<file path="src/common/puncture_params.svh">
// constants of the puncturing sequencer: counts, rate codes, tail vector
// assumes inclusion by bare name from the package and the design module
`ifndef PUNCTURE_PARAMS_SVH
`define PUNCTURE_PARAMS_SVH

`define PS_BLOCK_BITS      128
`define PS_SUB_BLOCK_BITS  32
`define PS_SUBS_PER_BLOCK  4
`define PS_LAST_SUB        2'h3
`define PS_SEGMENTS        4
`define PS_TAIL_BITS       24
`define PS_TAIL_KEPT       12
`define PS_TAIL_VECTOR     24'hcccccc
`define PS_PAD_ALIGN       64
`define PS_LEVEL_MIN       3'h1
`define PS_LEVEL_MAX       3'h5
// fast info channel profile
`define PS_FAST_FRAME_BITS  14'h0300
`define PS_FAST_SEG1_BLOCKS 21
`define PS_FAST_SEG2_BLOCKS 3
`define PS_FAST_SEG1_INDEX  16
`define PS_FAST_SEG2_INDEX  15
// sub-channel bit rate select codes
`define PS_RATE_32   4'h0
`define PS_RATE_48   4'h1
`define PS_RATE_56   4'h2
`define PS_RATE_64   4'h3
`define PS_RATE_80   4'h4
`define PS_RATE_96   4'h5
`define PS_RATE_112  4'h6
`define PS_RATE_128  4'h7
`define PS_RATE_160  4'h8
`define PS_RATE_192  4'h9
`define PS_RATE_224  4'ha
`define PS_RATE_256  4'hb
`define PS_RATE_320  4'hc
`define PS_RATE_384  4'hd

`endif

</file>
<file path="src/common/puncture_pkg.sv">
// types shared by the puncturing sequencer and its bench
// assumes the params header sits beside it on the include path
`default_nettype none
`include "puncture_params.svh"

package puncture_pkg;

  typedef enum logic [1:0] {
    BEAT_BLOCK,
    BEAT_TAIL,
    BEAT_PAD
  } beat_kind_t;

  // one output beat: a sub-block, the tail, or the padding
  typedef struct packed {
    beat_kind_t  kind;
    logic [8:0]  block_num;
    logic [1:0]  sub_block;
    logic [4:0]  puncture_index;
    logic [23:0] tail_vector;
    logic [3:0]  pad_bits;
    logic        last;
  } beat_t;

  // frame configuration sampled at start of frame
  typedef struct packed {
    logic       fast_info_channel;
    logic [3:0] rate_sel;
    logic [2:0] level;
  } frame_cfg_t;

  typedef struct packed {
    logic            ok;
    logic [3:0][7:0] seg_blocks;
    logic [3:0][4:0] seg_index;
    logic [3:0]      pad_bits;
  } profile_t;

endpackage

`default_nettype wire

</file>
<file path="src/hw/puncture_sequencer.sv">
// puncturing sequencer: per frame, one beat per 32-bit sub-block naming
// its puncture index, then one tail beat, then an optional padding beat.
// assumes the downstream puncturer holds the vector table and applies it.
`timescale 1ns/1ps
`default_nettype none
`include "puncture_params.svh"

// Function
// - Fast info channel mode treats each 768-bit scrambled vector as one frame.
// - Fast info channel mode splits the codeword body into 24 blocks of 128 bits.
// - Fast info channel blocks 0 to 20 use puncture index 16.
// - Fast info channel blocks 21 to 23 use puncture index 15.
// - Fast info channel frames end with the tail vector and carry no padding.
// - Unequal protection frame length and block count follow the bit rate.
// - Unequal protection blocks run through four segments, each its own index.
// - Unequal protection frames puncture the 24 tail bits after all blocks.
// - Five protection levels with the bit rate select the profile.
// - Unequal protection frames append the profile's zero padding bits last.
// - Profiles follow the tabulated rows, an empty segment being skipped.
// - Each block goes out as four sub-blocks sharing one puncture index.
// - The tail is punctured with repeating 1100, keeping 12 bits.
// - Sub-blocks and blocks keep their order, tail follows, padding last.
module puncture_sequencer
  import puncture_pkg::*;
(
  input  wire logic   mclk,
  input  wire logic   rst_n,
  input  wire logic   start_frame,
  input  wire frame_cfg_t cfg,
  output var  logic   busy,
  output var  logic   cfg_error,
  output var  logic [13:0] frame_bits,
  output var  beat_t  beat,
  output var  logic   beat_valid,
  input  wire logic   beat_ready
);

  typedef enum {ST_IDLE, ST_BLOCKS, ST_TAIL, ST_PAD} state_t;

  function automatic profile_t mk(input int b1, input int b2, input int b3,
                                  input int b4, input int i1, input int i2,
                                  input int i3, input int i4, input int pad);
    // element 0 is the first segment, so it sits at the low end
    return '{ok:         1'b1,
             seg_blocks: {8'(b4), 8'(b3), 8'(b2), 8'(b1)},
             seg_index:  {5'(i4), 5'(i3), 5'(i2), 5'(i1)},
             pad_bits:   4'(pad)};
  endfunction

  // profile table; rows missing from it answer ok = 0
  function automatic profile_t lookup(input frame_cfg_t c);
    profile_t p;
    p = '0;
    if (c.fast_info_channel) begin
      p = mk(`PS_FAST_SEG1_BLOCKS, `PS_FAST_SEG2_BLOCKS, 0, 0,
             `PS_FAST_SEG1_INDEX, `PS_FAST_SEG2_INDEX, 0, 0, 0);
    end else begin
      unique case ({c.rate_sel, c.level})
        {`PS_RATE_32, 3'h5}: p = mk(3, 4, 17, 0, 5, 3, 2, 0, 0);
        {`PS_RATE_32, 3'h4}: p = mk(3, 3, 18, 0, 11, 6, 5, 0, 0);
        {`PS_RATE_32, 3'h3}: p = mk(3, 4, 14, 3, 15, 9, 6, 8, 0);
        {`PS_RATE_32, 3'h2}: p = mk(3, 4, 14, 3, 22, 13, 8, 13, 0);
        {`PS_RATE_32, 3'h1}: p = mk(3, 5, 13, 3, 24, 17, 12, 17, 4);
        {`PS_RATE_48, 3'h5}: p = mk(4, 3, 26, 3, 5, 4, 2, 3, 0);
        {`PS_RATE_48, 3'h4}: p = mk(3, 4, 26, 3, 9, 6, 4, 6, 0);
        {`PS_RATE_48, 3'h3}: p = mk(3, 4, 26, 3, 15, 10, 6, 9, 4);
        {`PS_RATE_48, 3'h2}: p = mk(3, 4, 26, 3, 24, 14, 8, 15, 0);
        {`PS_RATE_48, 3'h1}: p = mk(3, 5, 25, 3, 24, 18, 13, 18, 0);
        {`PS_RATE_56, 3'h5}: p = mk(6, 10, 23, 3, 5, 4, 2, 3, 0);
        {`PS_RATE_56, 3'h4}: p = mk(6, 10, 23, 3, 9, 6, 4, 5, 0);
        {`PS_RATE_56, 3'h3}: p = mk(6, 12, 21, 3, 16, 7, 6, 9, 0);
        {`PS_RATE_56, 3'h2}: p = mk(6, 10, 23, 3, 23, 13, 8, 13, 8);
        {`PS_RATE_64, 3'h5}: p = mk(6, 9, 31, 2, 5, 3, 2, 3, 0);
        {`PS_RATE_64, 3'h4}: p = mk(6, 9, 33, 0, 11, 6, 5, 0, 0);
        {`PS_RATE_64, 3'h3}: p = mk(6, 12, 27, 3, 16, 8, 6, 9, 0);
        {`PS_RATE_64, 3'h2}: p = mk(6, 10, 29, 3, 23, 13, 8, 13, 8);
        {`PS_RATE_64, 3'h1}: p = mk(6, 11, 28, 3, 24, 18, 12, 18, 4);
        default:             p = '0;
      endcase
    end
    return p;
  endfunction

  // body length in bits per rate: 32 bits of input per block
  function automatic logic [13:0] rate_bits(input logic [3:0] r);
    logic [13:0] b;
    unique case (r)
      `PS_RATE_32:  b = 14'h0300;
      `PS_RATE_48:  b = 14'h0480;
      `PS_RATE_56:  b = 14'h0540;
      `PS_RATE_64:  b = 14'h0600;
      `PS_RATE_80:  b = 14'h0780;
      `PS_RATE_96:  b = 14'h0900;
      `PS_RATE_112: b = 14'h0a80;
      `PS_RATE_128: b = 14'h0c00;
      `PS_RATE_160: b = 14'h0f00;
      `PS_RATE_192: b = 14'h1200;
      `PS_RATE_224: b = 14'h1500;
      `PS_RATE_256: b = 14'h1800;
      `PS_RATE_320: b = 14'h1e00;
      `PS_RATE_384: b = 14'h2400;
      default:      b = 14'h0000;
    endcase
    return b;
  endfunction

  state_t      state_reg, state_next;
  profile_t    profile_reg;
  logic [1:0]  seg_reg;
  logic [7:0]  left_reg;
  logic [1:0]  sub_reg;
  logic [8:0]  blk_reg;
  logic        valid_reg;
  beat_t       beat_reg;
  logic        err_reg;
  logic [13:0] bits_reg;

  // start_prof, level_ok and start_ok decoded live from cfg; profile_reg keeps the copy taken at frame start so mid-frame changes cannot tear it
  profile_t    start_prof;
  logic        level_ok;
  logic        start_ok;
  logic        advance;
  logic        last_sub;
  logic        seg_done;
  logic [1:0]  next_seg;
  logic        more_segs;

  assign level_ok   = cfg.fast_info_channel ||
                      (cfg.level >= `PS_LEVEL_MIN &&
                       cfg.level <= `PS_LEVEL_MAX);
  assign start_prof = lookup(cfg);
  assign start_ok   = start_prof.ok && level_ok;
  // output slot free when empty or being taken this cycle
  assign advance    = !valid_reg || beat_ready;
  assign last_sub   = sub_reg == `PS_LAST_SUB;
  assign seg_done   = last_sub && left_reg == 8'h01;

  // first later segment with blocks; empty ones are skipped
  always_comb begin
    next_seg  = seg_reg;
    more_segs = 1'b0;
    for (int k = `PS_SEGMENTS - 1; k > 0; k--) begin
      if (k > seg_reg && profile_reg.seg_blocks[k] != 8'h00) begin
        next_seg  = 2'(k);
        more_segs = 1'b1;
      end
    end
  end

  // frame sequence
  always_comb begin
    state_next = state_reg;
    unique case (state_reg)
      ST_IDLE:   if (start_frame && start_ok) state_next = ST_BLOCKS;
      ST_BLOCKS: if (advance && seg_done && !more_segs)
                   state_next = ST_TAIL;
      ST_TAIL:   if (advance)
                   state_next = (profile_reg.pad_bits != 4'h0) ? ST_PAD
                                                               : ST_IDLE;
      ST_PAD:    if (advance) state_next = ST_IDLE;
    endcase
  end

  always_ff @(posedge mclk or negedge rst_n) begin
    if (!rst_n) begin
      state_reg <= ST_IDLE;
    end else begin
      state_reg <= state_next;
    end
  end

  // configuration latch and error flag
  always_ff @(posedge mclk or negedge rst_n) begin
    if (!rst_n) begin
      profile_reg <= '0;
      bits_reg    <= 14'h0000;
      err_reg     <= 1'b0;
    end else begin
      err_reg <= state_reg == ST_IDLE && start_frame && !start_ok;
      if (state_reg == ST_IDLE && start_frame && start_ok) begin
        profile_reg <= start_prof;
        bits_reg    <= cfg.fast_info_channel ? `PS_FAST_FRAME_BITS
                                             : rate_bits(cfg.rate_sel);
      end
    end
  end

  // block, sub-block and segment counters
  always_ff @(posedge mclk or negedge rst_n) begin
    if (!rst_n) begin
      seg_reg  <= 2'h0;
      left_reg <= 8'h00;
      sub_reg  <= 2'h0;
      blk_reg  <= 9'h000;
    end else if (state_reg == ST_IDLE) begin
      seg_reg  <= 2'h0;
      left_reg <= start_prof.seg_blocks[0];
      sub_reg  <= 2'h0;
      blk_reg  <= 9'h000;
    end else if (state_reg == ST_BLOCKS && advance) begin
      sub_reg <= sub_reg + 2'h1;
      if (last_sub) begin
        blk_reg <= blk_reg + 9'h001;
        if (seg_done) begin
          seg_reg  <= next_seg;
          left_reg <= profile_reg.seg_blocks[next_seg];
        end else begin
          left_reg <= left_reg - 8'h01;
        end
      end
    end
  end

  // output beat register, refilled whenever the slot is free
  always_ff @(posedge mclk or negedge rst_n) begin
    if (!rst_n) begin
      valid_reg <= 1'b0;
      beat_reg  <= '0;
    end else if (advance) begin
      valid_reg <= state_reg != ST_IDLE;
      beat_reg  <= '0;
      unique case (state_reg)
        ST_BLOCKS: begin
          beat_reg.kind           <= BEAT_BLOCK;
          beat_reg.block_num      <= blk_reg;
          beat_reg.sub_block      <= sub_reg;
          beat_reg.puncture_index <= profile_reg.seg_index[seg_reg];
        end
        ST_TAIL: begin
          beat_reg.kind        <= BEAT_TAIL;
          beat_reg.tail_vector <= `PS_TAIL_VECTOR;
          beat_reg.last        <= profile_reg.pad_bits == 4'h0;
        end
        ST_PAD: begin
          beat_reg.kind     <= BEAT_PAD;
          beat_reg.pad_bits <= profile_reg.pad_bits;
          beat_reg.last     <= 1'b1;
        end
        ST_IDLE: beat_reg <= '0;
      endcase
    end
  end

  assign busy       = state_reg != ST_IDLE;
  assign cfg_error  = err_reg;
  assign frame_bits = bits_reg;
  assign beat       = beat_reg;
  assign beat_valid = valid_reg;

  property p_fast_high;
    @(posedge mclk) disable iff (!rst_n)
    beat_valid && beat.kind == BEAT_BLOCK && frame_bits ==
      `PS_FAST_FRAME_BITS && profile_reg.seg_index[0] == 5'h10 &&
      beat.block_num < 9'h015 |-> beat.puncture_index == 5'h10;
  endproperty
  a_fast_high: assert property (p_fast_high)
    else $error("early fast info block has wrong index");
  property p_fast_low;
    @(posedge mclk) disable iff (!rst_n)
    beat_valid && beat.kind == BEAT_BLOCK && profile_reg.seg_index[0] ==
      5'h10 && profile_reg.seg_blocks[0] == 8'h15 &&
      beat.block_num >= 9'h015 |-> beat.puncture_index == 5'h0f;
  endproperty
  a_fast_low: assert property (p_fast_low)
    else $error("late fast info block has wrong index");

  property p_sub_order;
    @(posedge mclk) disable iff (!rst_n)
    beat_valid && beat_ready && beat.kind == BEAT_BLOCK &&
      beat.sub_block != 2'h3 ##1 beat_valid |->
      beat.kind == BEAT_BLOCK &&
      beat.sub_block == $past(beat.sub_block) + 2'h1 &&
      beat.puncture_index == $past(beat.puncture_index);
  endproperty
  a_sub_order: assert property (p_sub_order)
    else $error("sub-blocks out of order or index changed");

  property p_tail_vec;
    @(posedge mclk) disable iff (!rst_n)
    beat_valid && beat.kind == BEAT_TAIL |->
      beat.tail_vector == 24'hcccccc;
  endproperty
  a_tail_vec: assert property (p_tail_vec)
    else $error("tail vector wrong");

  property p_tail_after;
    @(posedge mclk) disable iff (!rst_n)
    beat_valid && beat_ready && beat.kind == BEAT_TAIL && !beat.last
      |-> ##[1:2] beat_valid && beat.kind == BEAT_PAD;
  endproperty
  a_tail_after: assert property (p_tail_after)
    else $error("padding beat missing after tail");

  property p_err_quiet;
    @(posedge mclk) disable iff (!rst_n)
    cfg_error |-> !busy ##1 !busy;
  endproperty
  a_err_quiet: assert property (p_err_quiet)
    else $error("frame started despite config error");

  property p_latch;
    @(posedge mclk) disable iff (!rst_n)
    busy && $past(busy) |-> $stable(profile_reg) && $stable(frame_bits);
  endproperty
  a_latch: assert property (p_latch)
    else $error("configuration changed mid frame");

  property p_blocks_end;
    @(posedge mclk) disable iff (!rst_n)
    state_reg == ST_BLOCKS ##1 state_reg == ST_TAIL |->
      blk_reg == 9'(profile_reg.seg_blocks[0] + profile_reg.seg_blocks[1]
                    + profile_reg.seg_blocks[2] + profile_reg.seg_blocks[3]);
  endproperty
  a_blocks_end: assert property (p_blocks_end)
    else $error("block count differs from profile total");

endmodule

`default_nettype wire
</file>
<file path="config.mk">
export PLATFORM = sky130hd
export DESIGN_NAME = puncture_sequencer
export DESIGN_NICKNAME = d
export VERILOG_FILES = /design/src/common/puncture_pkg.sv /design/src/hw/puncture_sequencer.sv
export VERILOG_INCLUDE_DIRS = /design/src /design/src/common
export SDC_FILE = /design/constraint.sdc
export NUM_CORES = 1
export LEC_CHECK = 0
export BUFFER_PORTS_ARGS = -buffer_cell sky130_fd_sc_hd__buf_2
export CAP_MARGIN = 20
export CORE_ASPECT_RATIO = 1.1
export CORE_UTILIZATION = 30
export CTS_CLUSTER_SIZE = 16
export DETAILED_ROUTE_END_ITERATION = 12
export SYNTH_ARGS = -nofsm -noshare
export SYNTH_HDL_FRONTEND = slang
export SYNTH_SLANG_ARGS = --single-unit
</file>
<file path="constraint.sdc">
create_clock -name mclk -period 5.8 [get_ports mclk]
set_input_delay 0.87 -clock mclk [delete_from_list [all_inputs] [get_ports mclk]]
set_output_delay 0.87 -clock mclk [all_outputs]
set_load 0.005 [all_outputs]
</file>
Yosys cells after proc, flatten, opt, wreduce, memory -nomap -nowiden
Memories as Yosys holds them, arrays and structs flattened.
Index checks and enable logic that the tools add are counted.
{"block": "word_totals", "register_bits": 172, "rom_bits": 1312, "inputBits": 12, "out_inout_bits": 64, "word_cells": 117, "mem_count": 2}
{"name": "(name not given)", "depth": 32, "width": 37, "rd": 1, "rd_clocked_by_memory_dff": 0, "write_ports": 0, "line": "puncture_sequencer.sv:58", "rtl": "unique case ({c.rate_sel, c.level})"}
{"name": "(name not given)", "depth": 16, "width": 8, "rd": 1, "rd_clocked_by_memory_dff": 0, "write_ports": 0, "line": "puncture_sequencer.sv:87", "rtl": "unique case (r)"}
{"block": "op_classes", "addsub": 3, "order_cmp": 7, "eq_ne": 10, "muxes": 37, "reduce_logical": 34}
{"operator": "$mux 32", "n": 4}
{"operator": "$pmux 32 s4", "n": 1}
{"operator": "$mux 57", "n": 2}
{"operator": "$eq 32x2->1 const B", "n": 3}
{"operator": "$logic_not 32->1", "n": 2}
{"operator": "$mux 8", "n": 5}
{"operator": "$eq 32x1->1 const B", "n": 1}
{"operator": "$reduce_bool 32->1", "n": 1}
{"operator": "$mux 9", "n": 3}
{"operator": "$mux 24", "n": 1}
{"operator": "$reduce_bool 8->1", "n": 3}
{"operator": "$mux 2", "n": 10}
{"operator": "$bmux 8 s2", "n": 1}
{"operator": "$mux 16", "n": 1}
{"operator": "$mux 14", "n": 1}
{"operator": "$logic_and 1x1->1", "n": 13}
{"operator": "$bmux 5 s2", "n": 1}
{"operator": "$add 9x1->9 const B", "n": 1}
{"operator": "$eq 8x1->1 const B", "n": 1}
{"operator": "$ne 2x2->1 const B", "n": 4}
{"operator": "$sub 8x1->8 const B", "n": 1}
{"operator": "$lt 2x3->1 const B", "n": 2}
{"operator": "$pmux 2 s3", "n": 1}
{"operator": "$reduce_bool 2->1", "n": 3}
{"operator": "other kinds (19)", "n": 25}

Logic depth before layout (Yosys ltp)
{"block": "depth", "depth_word": 11, "depth_mapped": 11, "depth_no_buf": 7}

Least setup slack after synthesis
OpenSTA, ideal clock, no wires.
{"block": "synth_path", "path_kind": "input port to flip-flop", "from": "in cfg[1] (netlist name)", "to": "reg profile_reg[14] (netlist name)", "setup_time_ns": 0.126, "t_arrival_ns": 2.789, "required_ns": 5.674, "path_slack_ns": 2.885, "path_stages": 9, "path_buffers": 2, "path_cell_list": "clkbuf_1 > inv_1 > ha_1 > clkbuf_1 > nand2b_1 > a211o_1 > nor2_1 > mux2_2 > a221o_1"}
{"block": "synth_between", "elab_chain_len": 5, "word_cells_on_any_way": 9, "cone_classes": "2 x order compare; 2 x mux; 4 x reduce/logical; 1 x memory"}
{"item": "from (decl)", "line": "puncture_sequencer.sv:29", "rtl": "input wire frame_cfg_t cfg,"}
{"item": "$mem_v2 32x37, or another cell as far along"}
{"item": "$mux 57 / $logic_and 1x1->1 (equally long branches)"}
{"item": "$mux 57 / $logic_or 1x1->1 (equally long branches)", "line": "puncture_sequencer.sv:54, puncture_sequencer.sv:128"}
{"item": "$logic_and 1x1->1", "line": "puncture_sequencer.sv:132", "rtl": "assign start_ok = start_prof.ok && level_ok;"}
{"item": "$logic_and 1x1->1", "line": "puncture_sequencer.sv:180", "rtl": "if (state_reg == ST_IDLE && start_frame && start_ok) begin"}
{"item": "to (signal assigned)", "line": "puncture_sequencer.sv:181", "rtl": "profile_reg <= start_prof;"}
{"item": "to (decl)", "line": "puncture_sequencer.sv:108", "rtl": "profile_t profile_reg;"}
Parallel ways exist; a longest one is shown, timed or not.
A chain may end at the register's enable or synchronous reset.

Final worst setup path
{"block": "layout_path", "from": "in cfg[2] (netlist name)", "to": "reg profile_reg[15] (netlist name)"}
The elaborated chain is that of the path after synthesis.

==> impl_summary.txt <==
----------------------------------------------------
[Outcome]
  Outcome ... completed

[Pwr]
  Largest voltage drop on the vdd net ... around 0.19 mV
  P per Cell Area ... 368 nW/µm²
  Leakage component of the power ... about 0.0028 µW

[Routing]
  WL/cell ... roughly 16 µm
  First-pass iteration count of the detailed router ... 5
  Count of vias placed by the detailed router ... approximately 4600
  Antenna-violating nets left ... 0
  Number of vias per cell after detailed routing ... approximately 5.2
  Total wire length after detailed routing ... about 14000 µm
  Remaining routing DRC violations ... 0
  DR iter-0 viols ... roughly 300

[Synth]
  Post-synthesis async set-or-reset flop share ... 1.00
  Xor-xnor portion of the synthesized cell area ... 0.0128
  Flops & latches, synth ... 90
  Sequential cell area fraction in the yosys report ... 0.411
  Adder-cell share of the synthesized area ... 0.0365
  Synth Area in Compound Gates ... 0.228
  Area share of and/or/nand/nor cells after synthesis ... 0.189
  Post-synthesis instance total ... about 600
  Count of distinct cell types in the synthesized netlist ... 69
  Number of enable-type register cells in the synthesized netlist ... 0
  Mean Syn Cell Area ... a little over 9 µm²
  Multiplexer share of the synthesized area ... 0.0420
  Total standard cell area after synthesis ... roughly 5500 µm²
  Combinational family with the most area after synthesis ... compound AO/OA/AOI/OAI gates
  Most used DFF post-synth ... dfrtp_1
  Number of warnings issued by yosys ... 0

[CTS]
  Clock tree root driver cell ... clkbuf_16
  Total of cells resized after clock tree synthesis ... 0
  Clock-pin slew of the registers on the worst-case setup and hold paths ... approximately 0.07 ns
  Post-CTS Setup Inserts ... 0
  Skew-Pair Late Insertion Delay ... 0.35 ns
  Quantity of hold-fixing buffers added after cts ... 0
  Maximum buffer depth of the clock tree ... 2
  Maximum level of the CTS H-tree ... 3
  Sink Count ... 90
  Clock tree from TritonCTS ... done
  Number of buffers created by CTS ... 9

[Timing]
  Least-Margin Pin Slew ... 0.773 ns
  Setup repair after global routing missed its margin ... no
  Final setup violating endpoints ... 0
  Fin crit share ... 0.608
  Worst slew slack as a fraction of its limit ... 0.485
  Clock period minus final worst setup slack ... about 3.5 ns
  Endpoints failing hold ... 0
  Clock Skew ... about 0.010 ns
  Upper clock frequency limit ... roughly 280 MHz
  Setup TNS ... 0 ns
  Final slew viol count ... 0

[Place]
  IO Port Bufs ... 55
  Placed instance area ... 5770 µm²
  Half-perimeter wire length after placement ... 10100 µm
  Final weighted congestion in routability-driven placement ... between 0.8 and 0.9

[Worst setup path]
  Largest delay share family, worst path ... buffers and inverters
  Count of buffering cells on the critical path with inverters included ... 3
  Critical path peak fanout ... 48
  Critical path startpoint category ... input pin
  Source of the worst register-to-register timing path ... state_reg[0]$_DFFE_PN0P_
  Required time at the worst-slack endpoint ... 6.04 ns
  Slowest stage cell on the critical path ... buf_4
  Endpoint class of the critical path ... flip-flop
  Crit path from ... cfg[2]
  WS Path Type ... in2reg
  Ordered cell list for the critical path ... buf_2 -> inv_1 -> ha_1 -> and3b_1 -> a211o_1 -> o2111ai_4 -> buf_4 -> mux2_1
  Slowest Stage Delay on Critical Path ... approximately 0.52 ns
  CP Data Arrival Time ... 3.77 ns

[Die]
  Top-level I/O count ... 76
  Initial standard-cell utilization of the core ... 0.308
  X dimension of the die ... roughly 130 µm
  Core area ... approximately 18000 µm²
  DIE HEIGHT ... ~140 µm
  Die area ... 18800 µm²
  Row count ... roughly 50

[Global route]
  Global route total overflow ... 0
  Wire length of the first global-routing pass ... ~23000 µm
  Number of antenna violations at the first check in global routing ... 0
  Global Route Usage Sum ... 0.156
  Largest net degree at the start of global routing ... 81
  Vias in the first global route ... about 4200

[Finish]
  Commonest cells after routing, fill and taps aside ... 90 x dfrtp_1, 79 x nand2_1, 54 x buf_2, 36 x nor2_1, 36 x o21ai_0
  Growth of design area from synthesis to finish ... 11.5%
  Net count reported at finish ... 654
  Ant diodes ... 0
  Fraction of final layout cells sized beyond drive strength 1 ... 0.162
  Commonest non-fill, non-tap cell in the layout ... dfrtp_1
  Number of flip-flops in the largest register ... 36
  Post-route standard cell area excluding fillers ... 6110 µm²

[Hold path]
  HP Class ... in2async

[Run]
  Max cap viols ... 0

----------------------------------------------------
[power breakdown]
group	leakage (µW)	internal [µW]	switching, µW	total (µW)
Combinational	0.00142	307	447	754
Clock	0.000150	338	259	597
Sequential	0.00119	767	131	898
Total	0.00277	1410	837	2250
[logic make-up (layout without fill, tap and decap cells)]
logic type,Yosys count,in the layout
xor+xnor,8,8
mux,15,15
compound gates,183,183
fa+ha+maj,16,16
simple gates,209,209
flops,90,90
other cells,1,20
buf+inv,84,90
[through the flow]
stage | setup slack (ns) | power (µW) | std cells | hold slack [ns] | utilization
4_1_cts | 2.30 | 2260 | 867 | 0.333 | 0.341
3_5_place_dp | 1.92 | 1660 | 851 | 0.462 | 0.324
5_1_grt | 2.05 | 2410 | 869 | 0.340 | 0.343
3_3_place_gp | 1.93 | 1650 | 851 | 0.457 | 0.324
2_1_floorplan | 2.88 | 1420 | 625 | 0.438 | -
6_report | 2.27 | 2250 | 869 | 0.340 | 0.343
[area by class of cell]
type | count | area [µm²]
flip-flops and latches | 90 | 2250
multi-input cells | 451 | 2870
inverters | 13 | 48.8
fillers | 1826 | 11700
well taps | 238 | 298
repair buffers | 61 | 339
clock buffers | 9 | 225
clock inverters | 7 | 78.8
[synth_stat cells, drive strengths merged, types with 3 or more instances]
cell type	number	share of area
o21a	3	0.0041
nor3	12	0.012
nand2	79	0.054
a21o	4	0.0055
o221ai	3	0.0048
clkbuf	30	0.021
mux4	6	0.025
buf	41	0.052
nand4	6	0.0068
a21oi	30	0.027
and2	9	0.010
or4	3	0.0048
inv	12	0.0082
nand2b	9	0.010
a22o	19	0.030
o311ai	3	0.0048
dfrtp	90	0.41
o211ai	4	0.0055
nor2b	9	0.010
or2	7	0.0080
a221oi	4	0.0064
mux2	4	0.0082
ha	16	0.037
a31oi	10	0.011
nand3	10	0.0091
nor2	37	0.026
xor2	5	0.0080
mux2i	5	0.0091
or3	3	0.0034
a211oi	5	0.010
a211o	4	0.0064
and3	9	0.010
o21ai	53	0.048
o31ai	18	0.025
a21boi	3	0.0041
o41ai	7	0.011
xnor2	3	0.0048
nor4	8	0.010
[routing by layer]
metal  track usage  up-vias  wire (µm)
met1         0.217     2195       6590
met2         0.234      135       6370
met3        0.0424       21        734
met4        0.0490        0        312
li1              -     2203          -
met5             0        -          0
[worst paths after layout]
| check | end | slack [ns] | cells past startpoint |
|---|---|---|---|
| worst max-delay path | profile_reg[15]$_DFFE_PN0P_ | 2.27 | 8 |
| worst min-delay path | beat[38]$_DFFE_PN0N_ | 0.34 | 1 |
| worst max register to register | profile_reg[2]$_DFFE_PN0P_ | 3.58 | 5 |
| worst min register to register | beat[46]$_DFFE_PN0N_ | 0.47 | 1 |
| max in group asynchronous | beat[46]$_DFFE_PN0N_ | 4.49 | 3 |
| min in group mclk | beat[46]$_DFFE_PN0N_ | 0.47 | 1 |
Note: power is estimated with default switching activity, not from simulation.
